`src/shared/fadc_defines.svh`:
```
// How it works
// - Each of 255 comparators says whether the analog input lies at or above its own evenly spaced threshold.
// - A three-stage encoder turns the thermometer pattern into an unsigned 8-bit code on the eight output lines.
// - The code steps by one for every rise of one LSB, which is the full reference span over 256.
// - There is no overflow flag, and above the range the code sits at 255.
// - While the sample strobe is low the comparators follow the input and hold nothing.
// - The first latch catches the comparison on the sample strobe rise and keeps it until the next rise of that strobe.
// - The second latch is transparent while the output strobe is low and stores on its rise.
// - The stored value reaches the outputs a fixed delay after the output strobe rises.
// - While the output strobe is low the outputs may move, since first-stage changes pass the open second latch.
`ifndef FADC_DEFINES_SVH
`define FADC_DEFINES_SVH

`define FADC_NUM_CMP 255
`define FADC_CODE_W 8
`define FADC_CODE_MAX 8'hff
`define FADC_LSB_DIV 256
`define FADC_ANA_W 10
`define FADC_CLK_PERIOD_NS 10
`define FADC_OUT_DELAY_NS 7
`define FADC_OUT_DELAY_CYC \
    ((`FADC_OUT_DELAY_NS + `FADC_CLK_PERIOD_NS - 1) / `FADC_CLK_PERIOD_NS)

`endif

```
`src/shared/fadc_pkg.sv`:
```
package fadc_pkg;
    typedef enum logic [1:0] {
        FADC_OUT_TRANSP,
        FADC_OUT_DELAY,
        FADC_OUT_HOLD
    } fadc_out_phase_t;
endpackage

```
`src/shared/fadc_enc_if.sv`:
```
`timescale 1ns/10ps
`include "fadc_defines.svh"
interface fadc_enc_if;
    logic [`FADC_NUM_CMP-1:0] thermo;
    logic [`FADC_CODE_W-1:0] code;
    modport enc (input thermo, output code);
    modport user (output thermo, input code);
endinterface // fadc_enc_if

```
`src/design/fadc_encoder.sv`:
```
`timescale 1ns/10ps
`include "fadc_defines.svh"
module fadc_encoder
    import fadc_pkg::*;
(
    fadc_enc_if.enc bus
);
    logic [`FADC_NUM_CMP-1:0] onehot;
    logic [`FADC_CODE_W-1:0] bin;

    // Stage one: mark the top of the thermometer column
    always_comb begin
        for (int i = 0; i < `FADC_NUM_CMP; i++) begin
            if (i == `FADC_NUM_CMP - 1) begin
                onehot[i] = bus.thermo[i];
            end else begin
                onehot[i] = bus.thermo[i] & ~bus.thermo[i+1];
            end
        end
    end

    // Stage two: OR the marked position into binary weights
    always_comb begin
        bin = '0;
        for (int i = 0; i < `FADC_NUM_CMP; i++) begin
            logic [`FADC_CODE_W-1:0] w;
            w = `FADC_CODE_W'(i + 1);
            if (onehot[i]) begin
                bin = bin | w;
            end
        end
    end

    // Stage three: clamp, full column gives 255 with no overflow flag
    always_comb begin
        if (bus.thermo[`FADC_NUM_CMP-1]) begin
            bus.code = `FADC_CODE_MAX;
        end else begin
            bus.code = bin;
        end
    end
endmodule // fadc_encoder

```
`src/design/fadc_top.sv`:
```
`timescale 1ns/10ps
`include "fadc_defines.svh"
module fadc_top
    import fadc_pkg::*;
#(
    parameter int ANA_W = `FADC_ANA_W,
    parameter int OUT_DELAY_CYC = `FADC_OUT_DELAY_CYC
) (
    // Clock and reset
    input wire logic i_clk,
    input wire logic i_reset,
    // Analog input, sampled digitally
    input wire logic [ANA_W-1:0] i_analog_in,
    // Strobes from the outside party
    input wire logic i_sample_strobe,
    input wire logic i_output_strobe,
    // Sample output
    output logic [`FADC_CODE_W-1:0] o_code_out,
    output logic o_code_valid
);
    localparam int DCW = $clog2(OUT_DELAY_CYC + 1);
    localparam int SHIFT = ANA_W - `FADC_CODE_W;
    localparam logic [ANA_W-1:0] TH_FIRST = {8'h01, {SHIFT{1'b0}}};
    localparam logic [ANA_W-1:0] TH_LAST = {8'hff, {SHIFT{1'b0}}};

    typedef struct packed {
        logic [1:0] samp_sync;
        logic [1:0] outs_sync;
        logic samp_prev;
        logic outs_prev;
        logic [ANA_W-1:0] ana_s0;
        logic [ANA_W-1:0] ana_s1;
        logic [`FADC_NUM_CMP-1:0] track;
        logic [`FADC_NUM_CMP-1:0] stage1;
        logic [`FADC_CODE_W-1:0] stage2;
        fadc_out_phase_t phase;
        logic [DCW-1:0] dly_cnt;
        logic [`FADC_CODE_W-1:0] code_out;
        logic valid;
    } fadc_state_t;

    fadc_state_t r_reg;
    fadc_state_t r_next;
    logic [`FADC_NUM_CMP-1:0] cmp_thermo;
    logic samp_high;
    logic samp_rise;
    logic outs_high;
    logic outs_rise;

    fadc_enc_if u_bus();

    assign u_bus.thermo = r_reg.stage1;

    fadc_encoder u_enc (
        .bus(u_bus)
    );

    assign samp_high = r_reg.samp_sync[1];
    assign samp_rise = r_reg.samp_sync[1] & ~r_reg.samp_prev;
    assign outs_high = r_reg.outs_sync[1];
    assign outs_rise = r_reg.outs_sync[1] & ~r_reg.outs_prev;

    // Comparator field, thresholds one LSB apart over the span
    always_comb begin
        for (int k = 1; k <= `FADC_NUM_CMP; k++) begin
            logic [ANA_W-1:0] th;
            th = {8'(k), {SHIFT{1'b0}}};
            cmp_thermo[k-1] = (r_reg.ana_s1 >= th);
        end
    end

    always_comb begin
        r_next = r_reg;
        r_next.samp_sync = {r_reg.samp_sync[0], i_sample_strobe};
        r_next.outs_sync = {r_reg.outs_sync[0], i_output_strobe};
        r_next.samp_prev = r_reg.samp_sync[1];
        r_next.outs_prev = r_reg.outs_sync[1];
        r_next.ana_s0 = i_analog_in;
        r_next.ana_s1 = r_reg.ana_s0;

        // Comparators follow the input only in the low phase
        if (!samp_high) begin
            r_next.track = cmp_thermo;
        end
        // Master latch loads on the rise and holds through the high phase
        if (samp_rise) begin
            r_next.stage1 = r_reg.track;
        end
        // Slave latch open while low, frozen from the rise onward
        if (!outs_high) begin
            r_next.stage2 = u_bus.code;
        end

        case (r_reg.phase)
            FADC_OUT_TRANSP: begin
                // Open latch lets first-stage changes through
                r_next.code_out = r_reg.stage2;
                r_next.valid = 1'b0;
                r_next.dly_cnt = '0;
                if (outs_rise) begin
                    r_next.phase = FADC_OUT_DELAY;
                end
            end
            FADC_OUT_DELAY: begin
                if (!outs_high) begin
                    r_next.phase = FADC_OUT_TRANSP;
                end else if (r_reg.dly_cnt == DCW'(OUT_DELAY_CYC - 1)) begin
                    r_next.code_out = r_reg.stage2;
                    r_next.valid = 1'b1;
                    r_next.phase = FADC_OUT_HOLD;
                end else begin
                    r_next.dly_cnt = r_reg.dly_cnt + DCW'(1);
                end
            end
            FADC_OUT_HOLD: begin
                // Window closes when the output strobe drops
                if (!outs_high) begin
                    r_next.valid = 1'b0;
                    r_next.phase = FADC_OUT_TRANSP;
                end
            end
            default: begin
                r_next.phase = FADC_OUT_TRANSP;
                r_next.valid = 1'b0;
            end
        endcase
    end

    always_ff @(posedge i_clk) begin
        if (i_reset) begin
            r_reg <= '0;
        end else begin
            r_reg <= r_next;
        end
    end

    assign o_code_out = r_reg.code_out;
    assign o_code_valid = r_reg.valid;

    a_cmp_first_bit: assert property (@(posedge i_clk) disable iff (i_reset)
        !samp_high |=> r_reg.track[0] == ($past(r_reg.ana_s1) >= TH_FIRST)
    ) else $error("lowest comparator disagrees with its threshold");

    a_cmp_last_bit: assert property (@(posedge i_clk) disable iff (i_reset)
        !samp_high |=> r_reg.track[254] == ($past(r_reg.ana_s1) >= TH_LAST)
    ) else $error("highest comparator disagrees with its threshold");

    a_enc_code_count: assert property (@(posedge i_clk) disable iff (i_reset)
        u_bus.code == 8'($countones(r_reg.stage1))
    ) else $error("encoded code differs from comparator count");

    a_code_lsb_step: assert property (@(posedge i_clk) disable iff (i_reset)
        ($countones(r_reg.stage1) == $countones($past(r_reg.stage1)) + 1)
            |-> u_bus.code == $past(u_bus.code) + 8'h01
    ) else $error("one more comparator did not step code by one");

    a_code_saturate: assert property (@(posedge i_clk) disable iff (i_reset)
        (&r_reg.stage1) |-> u_bus.code == `FADC_CODE_MAX
    ) else $error("full column does not give 255");

    a_track_follow: assert property (@(posedge i_clk) disable iff (i_reset)
        !samp_high |=> r_reg.track == $past(cmp_thermo)
    ) else $error("comparators not tracking in low phase");

    a_master_capture: assert property (@(posedge i_clk) disable iff (i_reset)
        samp_rise |=> r_reg.stage1 == $past(r_reg.track) ##1 (!samp_high || $stable(r_reg.stage1))
    ) else $error("first latch did not capture or hold");

    a_slave_hold: assert property (@(posedge i_clk) disable iff (i_reset)
        outs_high |=> $stable(r_reg.stage2)
    ) else $error("second latch moved while output strobe high");

    a_out_delay: assert property (@(posedge i_clk) disable iff (i_reset)
        (outs_rise && r_reg.phase == FADC_OUT_TRANSP) ##1 outs_high
            |=> o_code_valid && o_code_out == r_reg.stage2
    ) else $error("stored value not on outputs after delay");

    a_transp_pass: assert property (@(posedge i_clk) disable iff (i_reset)
        r_reg.phase == FADC_OUT_TRANSP |=> o_code_out == $past(r_reg.stage2)
    ) else $error("outputs not following open second latch");

    a_window_hold: assert property (@(posedge i_clk) disable iff (i_reset)
        o_code_valid && outs_high |=> $stable(o_code_out)
    ) else $error("output changed inside valid window");
endmodule // fadc_top

```
`config.mk`:
```
export PLATFORM = sky130hd
export DESIGN_NAME = fadc_top
export DESIGN_NICKNAME = d
export VERILOG_FILES = /design/src/shared/fadc_pkg.sv /design/src/shared/fadc_enc_if.sv /design/src/design/fadc_encoder.sv /design/src/design/fadc_top.sv
export VERILOG_INCLUDE_DIRS = /design/src /design/src/shared
export SDC_FILE = /design/constraint.sdc
export NUM_CORES = 1
export LEC_CHECK = 0
export ABC_AREA = 1
export BUFFER_PORTS_ARGS = -buffer_cell sky130_fd_sc_hd__buf_2
export CAP_MARGIN = 20
export CORE_ASPECT_RATIO = 1.2
export CORE_MARGIN = 2
export CORE_UTILIZATION = 50
export CTS_CLUSTER_SIZE = 28
export DETAILED_ROUTE_END_ITERATION = 12
export PLACE_DENSITY_LB_ADDON = 0.25
export SYNTH_ARGS = -nofsm -noshare
export SYNTH_HDL_FRONTEND = slang
export SYNTH_SLANG_ARGS = --single-unit
```
`constraint.sdc`:
```
create_clock -name i_clk -period 2 [get_ports i_clk]
set_input_delay 0.3 -clock i_clk [delete_from_list [all_inputs] [get_ports i_clk]]
set_output_delay 0.3 -clock i_clk [all_outputs]
set_load 0.01 [all_outputs]
```
==> impl_metrics.ini <==
[setup_path]
cp_cell_sequence = inv_1 > nand2_1 > nor2_4 > nor2_2 > nand2_2 > inv_2 > o221ai_1 > o211ai_1 > inv_1
cp_data_required_time_ps = 2530
critPathMostFrequentCell = inv_1
path_delay_family = simple AND/OR/NAND/NOR gates
critical_path.max_fanout = 14
worstSetupPathType = reg -> reg
worstSetupStartpointType = flop
r2r_setup_slack_ps = 60
crit_path_top_delay_cell = dfxtp_1
cp.arrival_ps = 2460
cp.buffers_inverters = 3
slowest_delay_ps = 440
worstSetupEndpointType = flop

[logic_synthesis]
synth_flop_cell = dfxtp_1
synth_edf_count = 0
syn-instance-count = 3216
post-synth-top-area-cell = dfxtp_1
async_reset_ff_frac = 0
ys_warn_count = 0
avgSynthCellArea_sq_um = 7.122
synthTopCellsByArea = dfxtp_1 (49%), o21ai_0 (11%), nand2_1 (10%)
synth.distinct_cells = 36
synth_top_area_frac = 0.4851
synth_nets = 3230
syn_area_sq_um = 22900
yosysSeqAreaShare = 0.4851
ys_ff_latch = 555

[final_layout]
mostFrequentLayoutCell = nand2_1
largest_reg_flops = 277
layout_common_cells = nand2_1 (636), dfxtp_1 (554), o21ai_0 (499)
drive_above_1_share = 0.09080
nets = 3283
fillers = 4362
area_growth_pct = 15.24
fin_cells = 3925

[global_routing]
grt_overflow = 0
grt_pass1_vias = 21220
track_usage = 0.3814
grt_pass1_wl_mm = 132.7
grt_antenna_before_repair = 3
grt_start_max_net_pins = 145

[cts]
cts_buffers = 56
cts-root-buf = clkbuf_16
clk_path_buf_depth = 3
cts_setup_buffers = 0
cts.reportedPaths.clkPinSlew_ps = 60
cts_tree = done
clock_latency_ps = 630
clock_sinks = 555
htreeDepth = 2

[die]
placementRows = 85
fp.dieW_microns = 199.4
start_util = 0.5079
coreArea_sq_um = 45090
dieArea_sq_um = 47540
die_h_microns = 238.5
pin_count = 23

[run]
drv_cap = 0

[sta]
rsz0062_at_grt = false
fin_skew_ps = 23.33
tightest_slew_ps = 1056
maxSlewViolCount = 0
relSlewSlack = 0.2957
period_needed_ps = 1936
timing.final.crit_share = 0.9680
setup_viol = 0
fmax_mhz = 516.5
tns_ps = 0
hold_viol = 0

[drt]
vias_per_cell = 5.749
vias = 22560
wl_per_cell_microns = 23.22
dr.pass1.iters = 6
antenna_left = 0
routed_wl_mm = 91.12
drt_iter0_drc = 2734
drc_errors = 0

[pwr]
peakVddDrop_mv = 0.8279
leakagePower_nw = 11.22
p_per_area_nw_per_um2 = 989.3

[place]
dpl.cell_count = 3807
place.port_buffers = 22
gp_congestion = 1.088
dp_hpwl_mm = 66.96

[status]
status = completed

[hold_path]
min_path_type = reg -> reg
-- synth_stat cells, types with 5 or more instances --
| cell type | count |
|---|---|
| dfxtp_1 | 555 |
| a21oi_1 | 356 |
| inv_2 | 10 |
| buf_1 | 11 |
| nand2_1 | 636 |
| nor2_2 | 5 |
| nor2_1 | 425 |
| o21ai_0 | 499 |
| o22ai_1 | 17 |
| nor2_4 | 8 |
| o211ai_1 | 9 |
| buf_4 | 11 |
| buf_2 | 33 |
| inv_1 | 375 |
| nand3_1 | 9 |
| a221oi_1 | 25 |
| o21ai_1 | 6 |
| clkbuf_1 | 129 |
| a211oi_1 | 62 |
-- routing by layer --
layer / wire length (microns) / share of wire / track usage
met5: 36 / 0.00040 / 0
met4: 5915 / 0.065 / 0.2132
met3: 8842 / 0.097 / 0.07011
met2: 39500 / 0.43 / 0.5932
met1: 36830 / 0.40 / 0.4988
-- power by group --
group          total [mW]  switching (mW)  internal (mW)
logic                3.31            2.37          0.947
registers            11.8           0.291           11.6
clock network        10.9            4.62           6.33
-- final cells by class --
class | instances | area [sq um] | area share
sequential | 555 | 11110 | 0.4211
antenna | 1 | 2.502 | 0.00009481
multi-input combinational | 2087 | 9573 | 0.3627
clock inverter | 15 | 203.9 | 0.007727
inverter | 389 | 1481 | 0.05613
tap | 609 | 762.0 | 0.02887
timing repair buffer | 180 | 1560 | 0.05911
clock buffer | 89 | 1697 | 0.06428
-- kinds of logic (layout without fill, tap and decap cells) --
| family | after synthesis | in the layout | synth area share |
|---|---|---|---|
| AND/OR/NAND/NOR | 1099 | 1099 | 0.1861 |
| AO/OA/AOI/OAI | 988 | 988 | 0.2308 |
| buffers and inverters | 574 | 673 | 0.09800 |
| flip-flops | 555 | 555 | 0.4851 |
| other | 0 | 1 | 0 |
-- final timing paths --
path	start	end	depth (start not counted)
hold / removal	r_reg[550]$_SDFF_PP0_	r_reg[10]$_SDFFE_PP0P_	1
setup / recovery	r_reg[539]$_SDFF_PP0_	r_reg[383]$_SDFFE_PP0N_	9
setup reg to reg	r_reg[539]$_SDFF_PP0_	r_reg[383]$_SDFFE_PP0N_	9
hold reg to reg	r_reg[550]$_SDFF_PP0_	r_reg[10]$_SDFFE_PP0P_	1
-- through the flow --
stage                     power (mW)  hold WS, ps  utilization  setup WS, ps  cell area (sq um)
after floorplan                13.80        373.2            -         510.5              22900
final                          26.11        389.5       0.5853         64.03              26390
after global routing           26.85        407.6       0.5853         22.01              26390
after global placement         15.21        379.2       0.5399         42.36              24340
after detailed placement       15.24        389.4       0.5399         17.19              24340
after CTS                      26.01        395.8       0.5849         6.267              26380
-- what timing repair did --
item                       4_1_cts  5_1_grt
setup endpoints to repair        0       15
resized for setup                0        6
hold endpoints to repair        17        0
hold buffers                    13        0
(Power assumes the default switching activity.)
